===== src/nav_pulse_io_consts.svh =====
// timing counts, widths and field constants for the pulse and discrete section
`ifndef NAV_PULSE_IO_CONSTS_SVH
`define NAV_PULSE_IO_CONSTS_SVH
`define CLK_PERIOD_PS 5000
`define RTI_PERIOD_US 5000
`define RTI_CYCLES (`RTI_PERIOD_US * (1000000 / `CLK_PERIOD_PS))
`define TURN_OFF_DELAY_US 4500
`define TURN_OFF_CYCLES (`TURN_OFF_DELAY_US * (1000000 / `CLK_PERIOD_PS))
`define MIN_PULSE_US 5
`define MIN_PULSE_CYCLES ((`MIN_PULSE_US * 1000000 + `CLK_PERIOD_PS - 1) / `CLK_PERIOD_PS)
`define SHUTDOWN_WINDOW_NS 100000
`define SHUTDOWN_CYCLES ((`SHUTDOWN_WINDOW_NS * 1000) / `CLK_PERIOD_PS)
`define VEL_CHANNELS 2
`define TORQUE_CHANNELS 3
`define Z_CHANNEL 2
`define IN_DISCRETES 26
`define OUT_DISCRETES 32
`define ACC_WIDTH 8
`define ACC_ZERO 8'h00
`define ACC_ONE 8'h01
`endif


===== src/nav_pulse_io_pkg.sv =====
// types shared by the pulse and discrete section
package nav_pulse_io_pkg;
	typedef struct packed {
		logic pos;
		logic neg;
	} pulse_pair_t;
	typedef enum logic [1:0] {
		run_st = 2'b00,
		drain_st = 2'b01,
		halted_st = 2'b10
	} power_state_t;
	typedef struct packed {
		logic [31:0] set_mask;
		logic [31:0] clr_mask;
	} discrete_cmd_t;
endpackage


===== src/vel_accumulator.sv =====
// signed up/down velocity pulse counter with read-and-clear
`timescale 1ns/1ps
`default_nettype none
`include "nav_pulse_io_consts.svh"
module vel_accumulator #(
	parameter int WIDTH = `ACC_WIDTH
) (
	input wire logic mclk_in,
	input wire logic nrst_in,
	input wire nav_pulse_io_pkg::pulse_pair_t pulse_in,
	input wire logic snap_in,
	output logic [WIDTH-1:0] count_out
);
	import nav_pulse_io_pkg::*;
	logic [WIDTH-1:0] acc_reg;
	logic prev_pos_reg;
	logic prev_neg_reg;
	logic up;
	logic dn;
	logic [WIDTH-1:0] step;
	// edge detection so each pulse counts once however long it stays high
	assign up = pulse_in.pos & ~prev_pos_reg;
	assign dn = pulse_in.neg & ~prev_neg_reg;
	assign step = (up && !dn) ? WIDTH'(`ACC_ONE) : (dn && !up) ? ~WIDTH'(`ACC_ZERO) : WIDTH'(`ACC_ZERO);
	always_ff @(posedge mclk_in or negedge nrst_in)
	begin
		if (!nrst_in)
		begin
			prev_pos_reg <= 1'b0;
			prev_neg_reg <= 1'b0;
		end
		else
		begin
			prev_pos_reg <= pulse_in.pos;
			prev_neg_reg <= pulse_in.neg;
		end
	end
	// snap restarts from this cycle's step, so no pulse is lost on clear
	always_ff @(posedge mclk_in or negedge nrst_in)
	begin
		if (!nrst_in)
		begin
			acc_reg <= WIDTH'(`ACC_ZERO);
			count_out <= WIDTH'(`ACC_ZERO);
		end
		else if (snap_in)
		begin
			count_out <= acc_reg;
			acc_reg <= step;
		end
		else
			acc_reg <= acc_reg + step;
	end
endmodule
`default_nettype wire


===== src/nav_computer_pulse_io.sv =====
// pulse train, torquer command and discrete section of the navigation computer
// Behaviour
// - two velocity channels, positive and negative lines
// - count every pulse up to 10 kpps
// - snapshot and clear every 5 ms, lossless
// - three torquer channels, positive and negative lines
// - command pulses at fixed 200 per second
// - each command pulse at least 5 us, unless the halt or a change of torque_dir_in during the pulse cuts it short
// - turn-off only on Z, stops all
// - turn-off drives both Z lines together
// - turn-off 4500 us after turn-on
// - turn-on repeats every 5000 us
// - 26 input discretes sampled by software
// - 32 output discretes set/reset, held
// - shutdown finishes work then halts safely
// - shutdown completes within 0.1 ms
`timescale 1ns/1ps
`default_nettype none
`include "nav_pulse_io_consts.svh"
module nav_computer_pulse_io #(
	parameter int RTI_COUNT = `RTI_CYCLES,
	parameter int OFF_COUNT = `TURN_OFF_CYCLES,
	parameter int ACC_W = `ACC_WIDTH
) (
	input wire logic mclk_in,
	input wire logic nrst_in,
	input wire nav_pulse_io_pkg::pulse_pair_t [`VEL_CHANNELS-1:0] vel_pulse_in,
	input wire logic [`TORQUE_CHANNELS-1:0] torque_dir_in,
	input wire logic [`TORQUE_CHANNELS-1:0] torque_enable_in,
	input wire logic [`IN_DISCRETES-1:0] discrete_in,
	input wire logic discrete_sample_in,
	input wire nav_pulse_io_pkg::discrete_cmd_t discrete_cmd_in,
	input wire logic discrete_cmd_valid_in,
	input wire logic shutdown_in,
	input wire logic busy_in,
	output logic [ACC_W-1:0] vel_count0_out,
	output logic [ACC_W-1:0] vel_count1_out,
	output logic rti_out,
	output nav_pulse_io_pkg::pulse_pair_t [`TORQUE_CHANNELS-1:0] gyro_torquer_command_out,
	output logic [`IN_DISCRETES-1:0] discrete_sample_out,
	output logic [`OUT_DISCRETES-1:0] discrete_out,
	output logic halted_out
);
	import nav_pulse_io_pkg::*;
	localparam int PW = `MIN_PULSE_CYCLES;
	localparam int SD = `SHUTDOWN_CYCLES;
	logic [31:0] rti_cnt_reg;
	logic rti_tick;
	logic [31:0] pw_cnt_reg;
	logic on_active_reg;
	logic [`TORQUE_CHANNELS-1:0] ch_on_reg;
	logic off_active_reg;
	logic [ACC_W-1:0] cnt [`VEL_CHANNELS];
	power_state_t pwr_reg;
	logic [31:0] sd_cnt_reg;
	logic run_en;
	logic start_ok;
	logic armed_reg;
	logic halt_now;

	assign run_en = (pwr_reg != halted_st);
	// draining starts no new turn-on; a pulse pair in flight runs on only until the halt clears it
	assign start_ok = (pwr_reg == run_st);
	// forced exit keeps a margin before the supply drops
	assign halt_now = !busy_in || sd_cnt_reg == 32'(SD - 2);
	assign rti_tick = (rti_cnt_reg == 32'(RTI_COUNT - 1));

	// one timebase drives sampling and torquing; 10 ppm is the clock's own stability
	always_ff @(posedge mclk_in or negedge nrst_in)
	begin
		if (!nrst_in)
			rti_cnt_reg <= 32'h0000_0000;
		else if (rti_tick)
			rti_cnt_reg <= 32'h0000_0000;
		else
			rti_cnt_reg <= rti_cnt_reg + 32'h0000_0001;
	end

	always_ff @(posedge mclk_in or negedge nrst_in)
	begin
		if (!nrst_in)
			rti_out <= 1'b0;
		else
			rti_out <= rti_tick & run_en;
	end

	genvar g;
	generate
		for (g = 0; g < `VEL_CHANNELS; g++)
		begin : vel_ch
			vel_accumulator #(
				.WIDTH(ACC_W)
			) acc_u (
				.mclk_in(mclk_in),
				.nrst_in(nrst_in),
				.pulse_in(vel_pulse_in[g]),
				.snap_in(rti_tick),
				.count_out(cnt[g])
			);
		end
	endgenerate
	assign vel_count0_out = cnt[0];
	assign vel_count1_out = cnt[1];

	// turn-on at tick, turn-off OFF_COUNT later; both held for PW cycles
	// RTI_COUNT - OFF_COUNT must be at least PW, else the next tick cuts the turn-off
	always_ff @(posedge mclk_in or negedge nrst_in)
	begin
		if (!nrst_in)
		begin
			pw_cnt_reg <= 32'h0000_0000;
			on_active_reg <= 1'b0;
			off_active_reg <= 1'b0;
			ch_on_reg <= '0;
			armed_reg <= 1'b0;
		end
		else if (!run_en)
		begin
			on_active_reg <= 1'b0;
			off_active_reg <= 1'b0;
			armed_reg <= 1'b0;
		end
		else if (rti_tick && start_ok)
		begin
			on_active_reg <= 1'b1;
			off_active_reg <= 1'b0;
			pw_cnt_reg <= 32'h0000_0000;
			ch_on_reg <= torque_enable_in;
			armed_reg <= 1'b1;
		end
		// turn-off only answers a turn-on that was really issued
		else if (rti_cnt_reg == 32'(OFF_COUNT - 1) && armed_reg)
		begin
			off_active_reg <= 1'b1;
			pw_cnt_reg <= 32'h0000_0000;
			armed_reg <= 1'b0;
		end
		else if (pw_cnt_reg == 32'(PW - 1))
		begin
			on_active_reg <= 1'b0;
			off_active_reg <= 1'b0;
			pw_cnt_reg <= pw_cnt_reg + 32'h0000_0001;
		end
		else if (on_active_reg || off_active_reg)
			pw_cnt_reg <= pw_cnt_reg + 32'h0000_0001;
	end

	generate
		for (g = 0; g < `TORQUE_CHANNELS; g++)
		begin : tq_ch
			always_ff @(posedge mclk_in or negedge nrst_in)
			begin
				if (!nrst_in)
					gyro_torquer_command_out[g] <= '0;
				// quiet from the cycle after the first halted cycle on
				else if (!run_en)
					gyro_torquer_command_out[g] <= '0;
				else if (off_active_reg && g == `Z_CHANNEL)
					gyro_torquer_command_out[g] <= '{pos: 1'b1, neg: 1'b1};
				else if (on_active_reg && ch_on_reg[g])
					gyro_torquer_command_out[g] <= '{pos: torque_dir_in[g],
						neg: ~torque_dir_in[g]};
				else
					gyro_torquer_command_out[g] <= '0;
			end
		end
	endgenerate

	always_ff @(posedge mclk_in or negedge nrst_in)
	begin
		if (!nrst_in)
			discrete_sample_out <= '0;
		else if (discrete_sample_in)
			discrete_sample_out <= discrete_in;
	end

	// set wins over reset when both name the same bit
	always_ff @(posedge mclk_in or negedge nrst_in)
	begin
		if (!nrst_in)
			discrete_out <= '0;
		else if (discrete_cmd_valid_in && run_en)
			discrete_out <= (discrete_out & ~discrete_cmd_in.clr_mask)
				| discrete_cmd_in.set_mask;
	end

	// drain waits for busy to fall but is cut off before supply dies
	always_ff @(posedge mclk_in or negedge nrst_in)
	begin
		if (!nrst_in)
		begin
			pwr_reg <= run_st;
			sd_cnt_reg <= 32'h0000_0000;
			halted_out <= 1'b0;
		end
		else
		begin
			unique case (pwr_reg)
				run_st:
					if (shutdown_in)
					begin
						pwr_reg <= drain_st;
						sd_cnt_reg <= 32'h0000_0000;
					end
				drain_st:
				begin
					sd_cnt_reg <= sd_cnt_reg + 32'h0000_0001;
					if (halt_now)
					begin
						pwr_reg <= halted_st;
						halted_out <= 1'b1;
					end
				end
				halted_st:
					pwr_reg <= halted_st;
				default:
					pwr_reg <= halted_st;
			endcase
		end
	end
endmodule
`default_nettype wire


===== config.mk =====
export PLATFORM = sky130hd
export DESIGN_NAME = nav_computer_pulse_io
export DESIGN_NICKNAME = d
export VERILOG_FILES = /design/src/nav_pulse_io_pkg.sv /design/src/vel_accumulator.sv /design/src/nav_computer_pulse_io.sv
export VERILOG_INCLUDE_DIRS = /design/src
export SDC_FILE = /design/constraint.sdc
export NUM_CORES = 1
export LEC_CHECK = 0
export BUFFER_PORTS_ARGS = -buffer_cell sky130_fd_sc_hd__buf_4
export CAP_MARGIN = 20
export CORE_UTILIZATION = 40
export CTS_BUF_LIST = sky130_fd_sc_hd__clkbuf_8
export CTS_CLUSTER_DIAMETER = 80
export DETAILED_ROUTE_END_ITERATION = 12
export GPL_TIMING_DRIVEN = 0
export PLACE_DENSITY = 0.65
export SYNTH_ARGS = -nofsm -noshare
export SYNTH_HDL_FRONTEND = slang
export SYNTH_SLANG_ARGS = --single-unit
export TNS_END_PERCENT = 100

===== constraint.sdc =====
create_clock -name mclk_in -period 4.5 [get_ports mclk_in]
set_input_delay 0 -clock mclk_in [delete_from_list [all_inputs] [get_ports mclk_in]]
set_output_delay 0 -clock mclk_in [all_outputs]
set_load 0.005 [all_outputs]

==> results of run 1 <==
metal layers:
metal	global-route usage (%)	vias up	part of all wire [%]
li1	-	4166	-
met1	25.1	4142	43
met2	34.6	204	50
met3	3.51	50	4.8
met4	6.73	0	2.1
met5	0	-	0
worst reg2reg max path: cells and delay by family, from the launching register on:
kind	cells	cell delay [ns]
compound gates	1	0.13
buf+inv	2	0.53
flops	1	0.44
simple gates	4	1.99
power by group:
group	internal, mW	total (mW)	leakage (nW)	switching, mW
Sequential	2.14	2.33	2.66	0.187
Combinational	0.861	1.48	3.14	0.623
Clock	0.929	1.67	0.404	0.746
Total	3.93	5.49	6.21	1.56
kinds of logic after synthesis:
| kind of cell | Yosys count | synth area share, % |
|---|---|---|
| compound gates | 190 | 12.8 |
| buf+inv | 68 | 2.66 |
| fa+ha+maj | 22 | 2.97 |
| flops | 206 | 52.7 |
| simple gates | 392 | 20.2 |
| mux | 45 | 4.99 |
| xor+xnor | 41 | 3.67 |
cell usage after synthesis (2+ instances only):
cell type / n
sky130_fd_sc_hd__dfrtp_1: 206
sky130_fd_sc_hd__nand2_1: 135
sky130_fd_sc_hd__nand3_1: 62
sky130_fd_sc_hd__o21ai_0: 52
sky130_fd_sc_hd__nor2_1: 46
sky130_fd_sc_hd__clkbuf_1: 34
sky130_fd_sc_hd__a22o_1: 33
sky130_fd_sc_hd__a21oi_1: 31
sky130_fd_sc_hd__mux2_2: 30
sky130_fd_sc_hd__and3_1: 28
sky130_fd_sc_hd__inv_1: 27
sky130_fd_sc_hd__nand4_1: 23
sky130_fd_sc_hd__xnor2_1: 21
sky130_fd_sc_hd__ha_1: 20
sky130_fd_sc_hd__xor2_1: 20
sky130_fd_sc_hd__nor3_1: 19
sky130_fd_sc_hd__nor4_1: 18
sky130_fd_sc_hd__o31ai_1: 17
sky130_fd_sc_hd__mux2i_1: 15
sky130_fd_sc_hd__o211ai_1: 13
sky130_fd_sc_hd__a21o_1: 12
sky130_fd_sc_hd__or4_1: 10
sky130_fd_sc_hd__and2_1: 8
sky130_fd_sc_hd__nand2b_1: 8
sky130_fd_sc_hd__or3_1: 8
sky130_fd_sc_hd__a31oi_1: 7
sky130_fd_sc_hd__and4_1: 6
sky130_fd_sc_hd__nor2b_1: 6
sky130_fd_sc_hd__o22ai_1: 6
sky130_fd_sc_hd__o21a_1: 5
sky130_fd_sc_hd__buf_2: 4
sky130_fd_sc_hd__o2111ai_1: 4
sky130_fd_sc_hd__buf_1: 3
sky130_fd_sc_hd__nor4bb_1: 3
sky130_fd_sc_hd__a211oi_1: 2
sky130_fd_sc_hd__a21boi_0: 2
sky130_fd_sc_hd__and4b_1: 2
sky130_fd_sc_hd__fa_1: 2
sky130_fd_sc_hd__nand4bb_1: 2
sky130_fd_sc_hd__nor3b_1: 2
sky130_fd_sc_hd__or2_2: 2
layout make-up:
type | count | area [um^2]
diodes | 1 | 2.50
flip-flops and latches | 206 | 5150
well taps | 319 | 399
plain buffers | 41 | 159
repair buffers | 296 | 2520
inverters | 27 | 101
fillers | 2060 | 10300
multi-input cells | 690 | 4370
clock buffers | 47 | 647
clock inverters | 14 | 58.8
placed cells by master, fill, tap and decap left out, types with 15 or more instances in the layout:
cell and count:
sky130_fd_sc_hd__dlygate4sd3_1 109, sky130_fd_sc_hd__nand2_1 135, sky130_fd_sc_hd__nand3_1 62, sky130_fd_sc_hd__nand4_1 23, sky130_fd_sc_hd__clkbuf_8 47, sky130_fd_sc_hd__xnor2_1 21, sky130_fd_sc_hd__a21oi_1 31, sky130_fd_sc_hd__mux2i_1 15
sky130_fd_sc_hd__ha_1 20, sky130_fd_sc_hd__o31ai_1 17, sky130_fd_sc_hd__nor4_1 18, sky130_fd_sc_hd__buf_4 185, sky130_fd_sc_hd__a22o_1 33, sky130_fd_sc_hd__nor3_1 19, sky130_fd_sc_hd__o21ai_0 52, sky130_fd_sc_hd__nor2_1 46
sky130_fd_sc_hd__and3_1 28, sky130_fd_sc_hd__mux2_2 30, sky130_fd_sc_hd__dfrtp_1 206, sky130_fd_sc_hd__xor2_1 20, sky130_fd_sc_hd__inv_1 38, sky130_fd_sc_hd__clkbuf_1 34
how the worst max path moves through the flow:
stage                               start                         end  slack [ns]  cells past startpoint
after floorplan           rti_cnt_reg[11]                ch_on_reg[0]        1.67                      7
after global placement    rti_cnt_reg[11]  vel_ch[1].acc_u.acc_reg[2]        1.33                      7
after detailed placement  rti_cnt_reg[11]  vel_ch[0].acc_u.acc_reg[6]        1.31                      7
after CTS                 rti_cnt_reg[11]  vel_ch[1].acc_u.acc_reg[4]        1.29                      7
after global routing      rti_cnt_reg[11]  vel_ch[1].acc_u.acc_reg[5]        1.02                      7
final                     rti_cnt_reg[11]  vel_ch[1].acc_u.acc_reg[4]        1.31                      7
==> reports/results.tsv, run 1 <==
stage	metric	value	unit
synthesis	Distinct cells, synth	51	
sta	min Tclk post-route	3.19	ns
layout	number of standard cells in the final layout excluding fillers	1641	
sta	Final Hold Violating Endpoints	0	
clock_network	number of sinks on the clock net	206	
worst_setup_path	Reg2Reg Setup Slack	1.31	ns
die	placeable core region	0.0238	mm^2
route	antenna violation net count after detailed routing	0	
placement	final weighted congestion of routability-driven global placement	0.859	
worst_setup_path	maximum fanout encountered on the critical timing path	10	
placement	detailed placement HPWL	16.2	mm
grt	global-route wire length before repair	40.3	mm
worst_setup_path	Worst Path Required	4.92	ns
placement	DP Cell Count	1470	
sta	final setup fails	0	
run_status	run status	completed	
layout	layout net count	1428	
worst_setup_path	crit path cell chain	or4_1, or4_1, buf_2, nor4_2, buf_2, nand2_1, o31ai_1	
clock_network	TritonCTS clock tree	yes	
layout	layout cell share with drive strength beyond 1	20.8	%
sta	Tightest Pin Transition	0.926	ns
grt	number of global-route vias before repair	8343	
layout	area overhead of the layout relative to synthesis	37.1	%
power_and_ir_drop	Max rail drop VDD	0.238	mV
sta	final count of pins violating max slew	0	
route	post-DR wirelength/cell	15.1	um
worst_setup_path	number of cells on the worst reg-to-reg path	7	
layout	final core occ	56.5	%
worst_setup_path	max incr delay on CP	0.73	ns
worst_setup_path	Max stage delay cell, worst path	sky130_fd_sc_hd__nor4_2	
synthesis	number of synthesized flops with an enable pin	0	
synthesis	yosys synthesis warning count	0	
placement	number of port buffers	186	
sta	highest attainable clock frequency	314	MHz
worst_setup_path	kind of cell adding the most delay to the critical path	simple AND/OR/NAND/NOR gates	
grt	largest net degree at the start of global routing	114	
die	x dimension of the die	158	um
min_path	path type of the worst min-delay path	in2async	
clock_network	buffer depth of the longest clock path	3	
power_and_ir_drop	Leakage Power	6.21	nW
die	chip height	158	um
route	residual DRC count	0	
synthesis	net count after synthesis	1092	
placement	Placement Setup Slack	1.31	ns
grt	global-route usage over all layers	20.0	%
synthesis	number of instances in the synthesized netlist	964	
sta	Max Clock Skew	0.0199	ns
worst_setup_path	Critical Path AT	3.61	ns
synthesis	average instance area after synthesis	10.2	um^2
clock_network	H-tree depth reported by CTS	2	
layout	Design Area, Final	0.0134	mm^2
sta	final worst slack	1.31	ns
synthesis	largest area contributor in the netlist	sky130_fd_sc_hd__dfrtp_1	
worst_setup_path	startpoint of the worst register-to-register path	rti_cnt_reg[11]	
synthesis	share of the synthesized area in the top cell type	52.7	%
die	Site Rows	56	
sta	Post-Route Setup TNS	0	ns
die	initial standard-cell utilization of the core	41.2	%
worst_setup_path	worst path buffer plus inverter count	2	
clock_network	clock latency of the later-clocked register in the worst-skew pair	0.52	ns
route	vias post-DR	8562	
route	number of iterations in the first detailed-routing pass	5	
synthesis	most used flip-flop cell after synthesis	sky130_fd_sc_hd__dfrtp_1	
sta	unrepaired setup endpoints after global routing	false	
power_and_ir_drop	power per standard cell area	409	mW/mm^2
clock_network	setup repair bufs after CTS	0	
die	area of the die	0.0251	mm^2
worst_setup_path	Setup Crit Path Kind	reg2reg	
grt	initial antenna violation count	0	
clock_network	Resized cells post-CTS	0	
worst_setup_path	worst flop-to-flop path endpoint	vel_ch[1].acc_u.acc_reg[4]	
synthesis	number of flip-flops and latches in the synthesized netlist	206	
flow_run	number of max-cap violations	0	
placement	dpl cell area	0.0116	mm^2
route	overall routed net length	24.8	mm
clock_network	Num CTS Buffers	38	
die	I/O pin cnt	188	
clock_network	quantity of hold-fixing buffers added after cts	109	
route	iteration-0 DRC count of the detailed router	509	
clock_network	clock root buffer	sky130_fd_sc_hd__clkbuf_8	
synthesis	proportion of register bits with asynchronous set or reset after synthesis	100	%
clock_network	clock transition at the registers of the reported paths	0.06	ns
sta	share of the cycle needed by the critical path after routing	70.9	%
synthesis	Synth area leaders	sky130_fd_sc_hd__dfrtp_1, sky130_fd_sc_hd__nand2_1, sky130_fd_sc_hd__mux2_2	
power_and_ir_drop	PnR Total Power	5.49	mW
route	detail-routed via count per cell	5.22	
grt	overflow left after global routing	0	
synthesis	fraction of the yosys area taken by sequential cells	52.7	%
worst_setup_path	Critical Path Sink Type	flop	
worst_setup_path	kind of launch point of the worst setup path	flop	
sta	max_slew headroom	37.7	%
sta	post-route worst hold slack	0.116	ns
synthesis	Post-Syn Area	0.00979	mm^2
Note: power is estimated with default switching activity, not from simulation.
==> inputs of run 2 (changes only) <==
- clock period: 4.5 -> 3.2 ns (I/O delays scaled with it)
==> reports/results.tsv, run 2 (same netlist as run 1, synthesis figures left out) <==
stage	metric	value	unit	change
flow_run	number of max-cap violations	0		unchanged
run_status	run status	completed		
route	post-DR wirelength/cell	15.2	um	+0.37%
clock_network	setup repair bufs after CTS	0		unchanged
layout	footprint of the multi-input gates	0.00438	mm^2	+0.20%
worst_setup_path	startpoint of the worst register-to-register path	rti_cnt_reg[11]		
layout	layout cell share with drive strength beyond 1	21.0	%	+0.23 points
placement	final weighted congestion of routability-driven global placement	0.859		unchanged
power_and_ir_drop	Leakage Power	6.22	nW	+0.16%
die	I/O pin cnt	188		unchanged
sta	Post-Route Setup TNS	0	ns	unchanged
die	area of the die	0.0251	mm^2	unchanged
sta	min Tclk post-route	3.02	ns	-0.173 ns
worst_setup_path	Setup Crit Path Kind	reg2reg		
worst_setup_path	Reg2Reg Setup Slack	0.18	ns	-1.13 ns
grt	global-route wire length before repair	40.3	mm	about the same
layout	register cell area after layout	0.00515	mm^2	unchanged
worst_setup_path	Critical Path AT	3.42	ns	-0.19 ns
placement	number of port buffers	186		unchanged
min_path	path type of the worst min-delay path	in2async		
grt	number of global-route vias before repair	8347		+0.048%
layout	leading cell types in the layout, fill and taps excluded	sky130_fd_sc_hd__dfrtp_1, sky130_fd_sc_hd__buf_4, sky130_fd_sc_hd__nand2_1		
grt	largest net degree at the start of global routing	114		unchanged
clock_network	number of sinks on the clock net	206		unchanged
route	iteration-0 DRC count of the detailed router	485		-4.7%
sta	final count of pins violating max slew	0		unchanged
route	number of iterations in the first detailed-routing pass	5		unchanged
clock_network	clock root buffer	sky130_fd_sc_hd__clkbuf_8		
route	residual DRC count	0		unchanged
power_and_ir_drop	Max rail drop VDD	0.334	mV	+40%
layout	count of fill cells added during filler insertion	2059		-0.049%
sta	share of the cycle needed by the critical path after routing	94.3	%	+23 points
route	detail-routed via count per cell	5.23		+0.28%
die	x dimension of the die	158	um	unchanged
layout	layout net count	1428		unchanged
placement	detailed placement HPWL	16.2	mm	unchanged
clock_network	H-tree depth reported by CTS	2		unchanged
sta	Tightest Pin Transition	0.972	ns	+0.0463 ns
worst_setup_path	Critical Path Start	rti_cnt_reg[11]		
sta	final setup fails	0		unchanged
clock_network	Num CTS Buffers	38		unchanged
die	initial standard-cell utilization of the core	41.2	%	unchanged
clock_network	TritonCTS clock tree	yes		
die	chip height	158	um	unchanged
sta	Max Clock Skew	0.0220	ns	+0.00210 ns
placement	dpl cell area	0.0116	mm^2	unchanged
worst_setup_path	Critical Path Sink Type	flop		
sta	Final Hold Violating Endpoints	0		unchanged
route	antenna violation net count after detailed routing	0		unchanged
clock_network	clock transition at the registers of the reported paths	0.06	ns	about the same
worst_setup_path	Worst Path Required	3.60	ns	-1.32 ns
sta	max_slew headroom	34.6	%	-3.1 points
worst_setup_path	maximum fanout encountered on the critical timing path	6		-4
route	overall routed net length	24.9	mm	+0.37%
power_and_ir_drop	power per standard cell area	575	mW/mm^2	+41%
die	placeable core region	0.0238	mm^2	unchanged
sta	highest attainable clock frequency	332	MHz	+5.7%
worst_setup_path	kind of launch point of the worst setup path	flop		
grt	global-route usage over all layers	20.0	%	about the same
grt	overflow left after global routing	0		unchanged
layout	most common cell after layout, fill and taps aside	sky130_fd_sc_hd__dfrtp_1		
layout	Design Area, Final	0.0134	mm^2	about the same
die	Site Rows	56		unchanged
sta	unrepaired setup endpoints after global routing	false		
grt	initial antenna violation count	0		unchanged
layout	area overhead of the layout relative to synthesis	37.2	%	about the same
clock_network	clock latency of the later-clocked register in the worst-skew pair	0.53	ns	about the same
route	vias post-DR	8586		+0.28%
clock_network	buffer depth of the longest clock path	3		unchanged
==> run 2: layout make-up <==
| cell class | instances | share of cell area [%] |
|---|---|---|
| Clock inverter | 14 | 0.438 |
| Inverter | 27 | 0.755 |
| Timing Repair Buffer | 296 | 18.8 |
| Antenna cell | 1 | 0.0186 |
| Sequential cell | 206 | 38.4 |
| Multi-Input combinational cell | 690 | 32.6 |
| Tap cell | 319 | 2.97 |
| Buffer | 41 | 1.21 |
| Clock buffer | 47 | 4.82 |
==> run 2: final timing paths <==
check | cells past startpoint | end
worst max-delay path | 7 | ch_on_reg[1]
worst min-delay path | 2 | pw_cnt_reg[30]
worst max register to register | 7 | ch_on_reg[1]
worst min register to register | 1 | halted_out
max in group asynchronous | 3 | vel_ch[1].acc_u.prev_neg_reg
min in group mclk_in | 2 | vel_ch[0].acc_u.prev_pos_reg
==> run 2: worst max-delay path: stages (launching register included) <==
cell	delay [ns]
sky130_fd_sc_hd__dfrtp_1	0.44
sky130_fd_sc_hd__or4_1	0.56
sky130_fd_sc_hd__or4_1	0.50
sky130_fd_sc_hd__buf_2	0.17
sky130_fd_sc_hd__or4_1	0.50
sky130_fd_sc_hd__buf_2	0.19
sky130_fd_sc_hd__nor3_4	0.19
sky130_fd_sc_hd__mux2_2	0.36
==> run 2: report_power, final <==
group | switching [mW] | internal, mW
registers | 0.263 | 3.01
clock network | 1.05 | 1.31
logic | 0.877 | 1.21
total | 2.19 | 5.53
==> run 2: timing repair <==
action                                  CTS  global route
hold buffers                            109             0
gates resized for setup                   1             6
endpoints found under the setup margin    2            28
hold endpoints to repair                171             0
==> run 2: per-stage QoR <==
stage / hold WS (ns) / setup WS (ns) / util [%] / total power [mW] / cells
after floorplan: -0.296 / 0.368 / - / 4.16 / 964
after global placement: 0.120 / 0.0298 / 48.8 / 4.93 / 1469
after detailed placement: 0.0852 / 0.00534 / 48.9 / 4.98 / 1470
after CTS: 0.103 / 0.0960 / 56.5 / 7.78 / 1640
after global routing: 0.125 / 0.0278 / 56.5 / 8.19 / 1640
final: 0.111 / 0.184 / 56.5 / 7.72 / 1641
==> run 2: routing by layer <==
layer	vias up	GRT usage [%]	wire length, um
li1	4164	-	-
met1	4151	25.1	10800
met2	221	34.6	12500
met3	50	3.51	1150
met4	0	6.73	540
met5	-	0	0
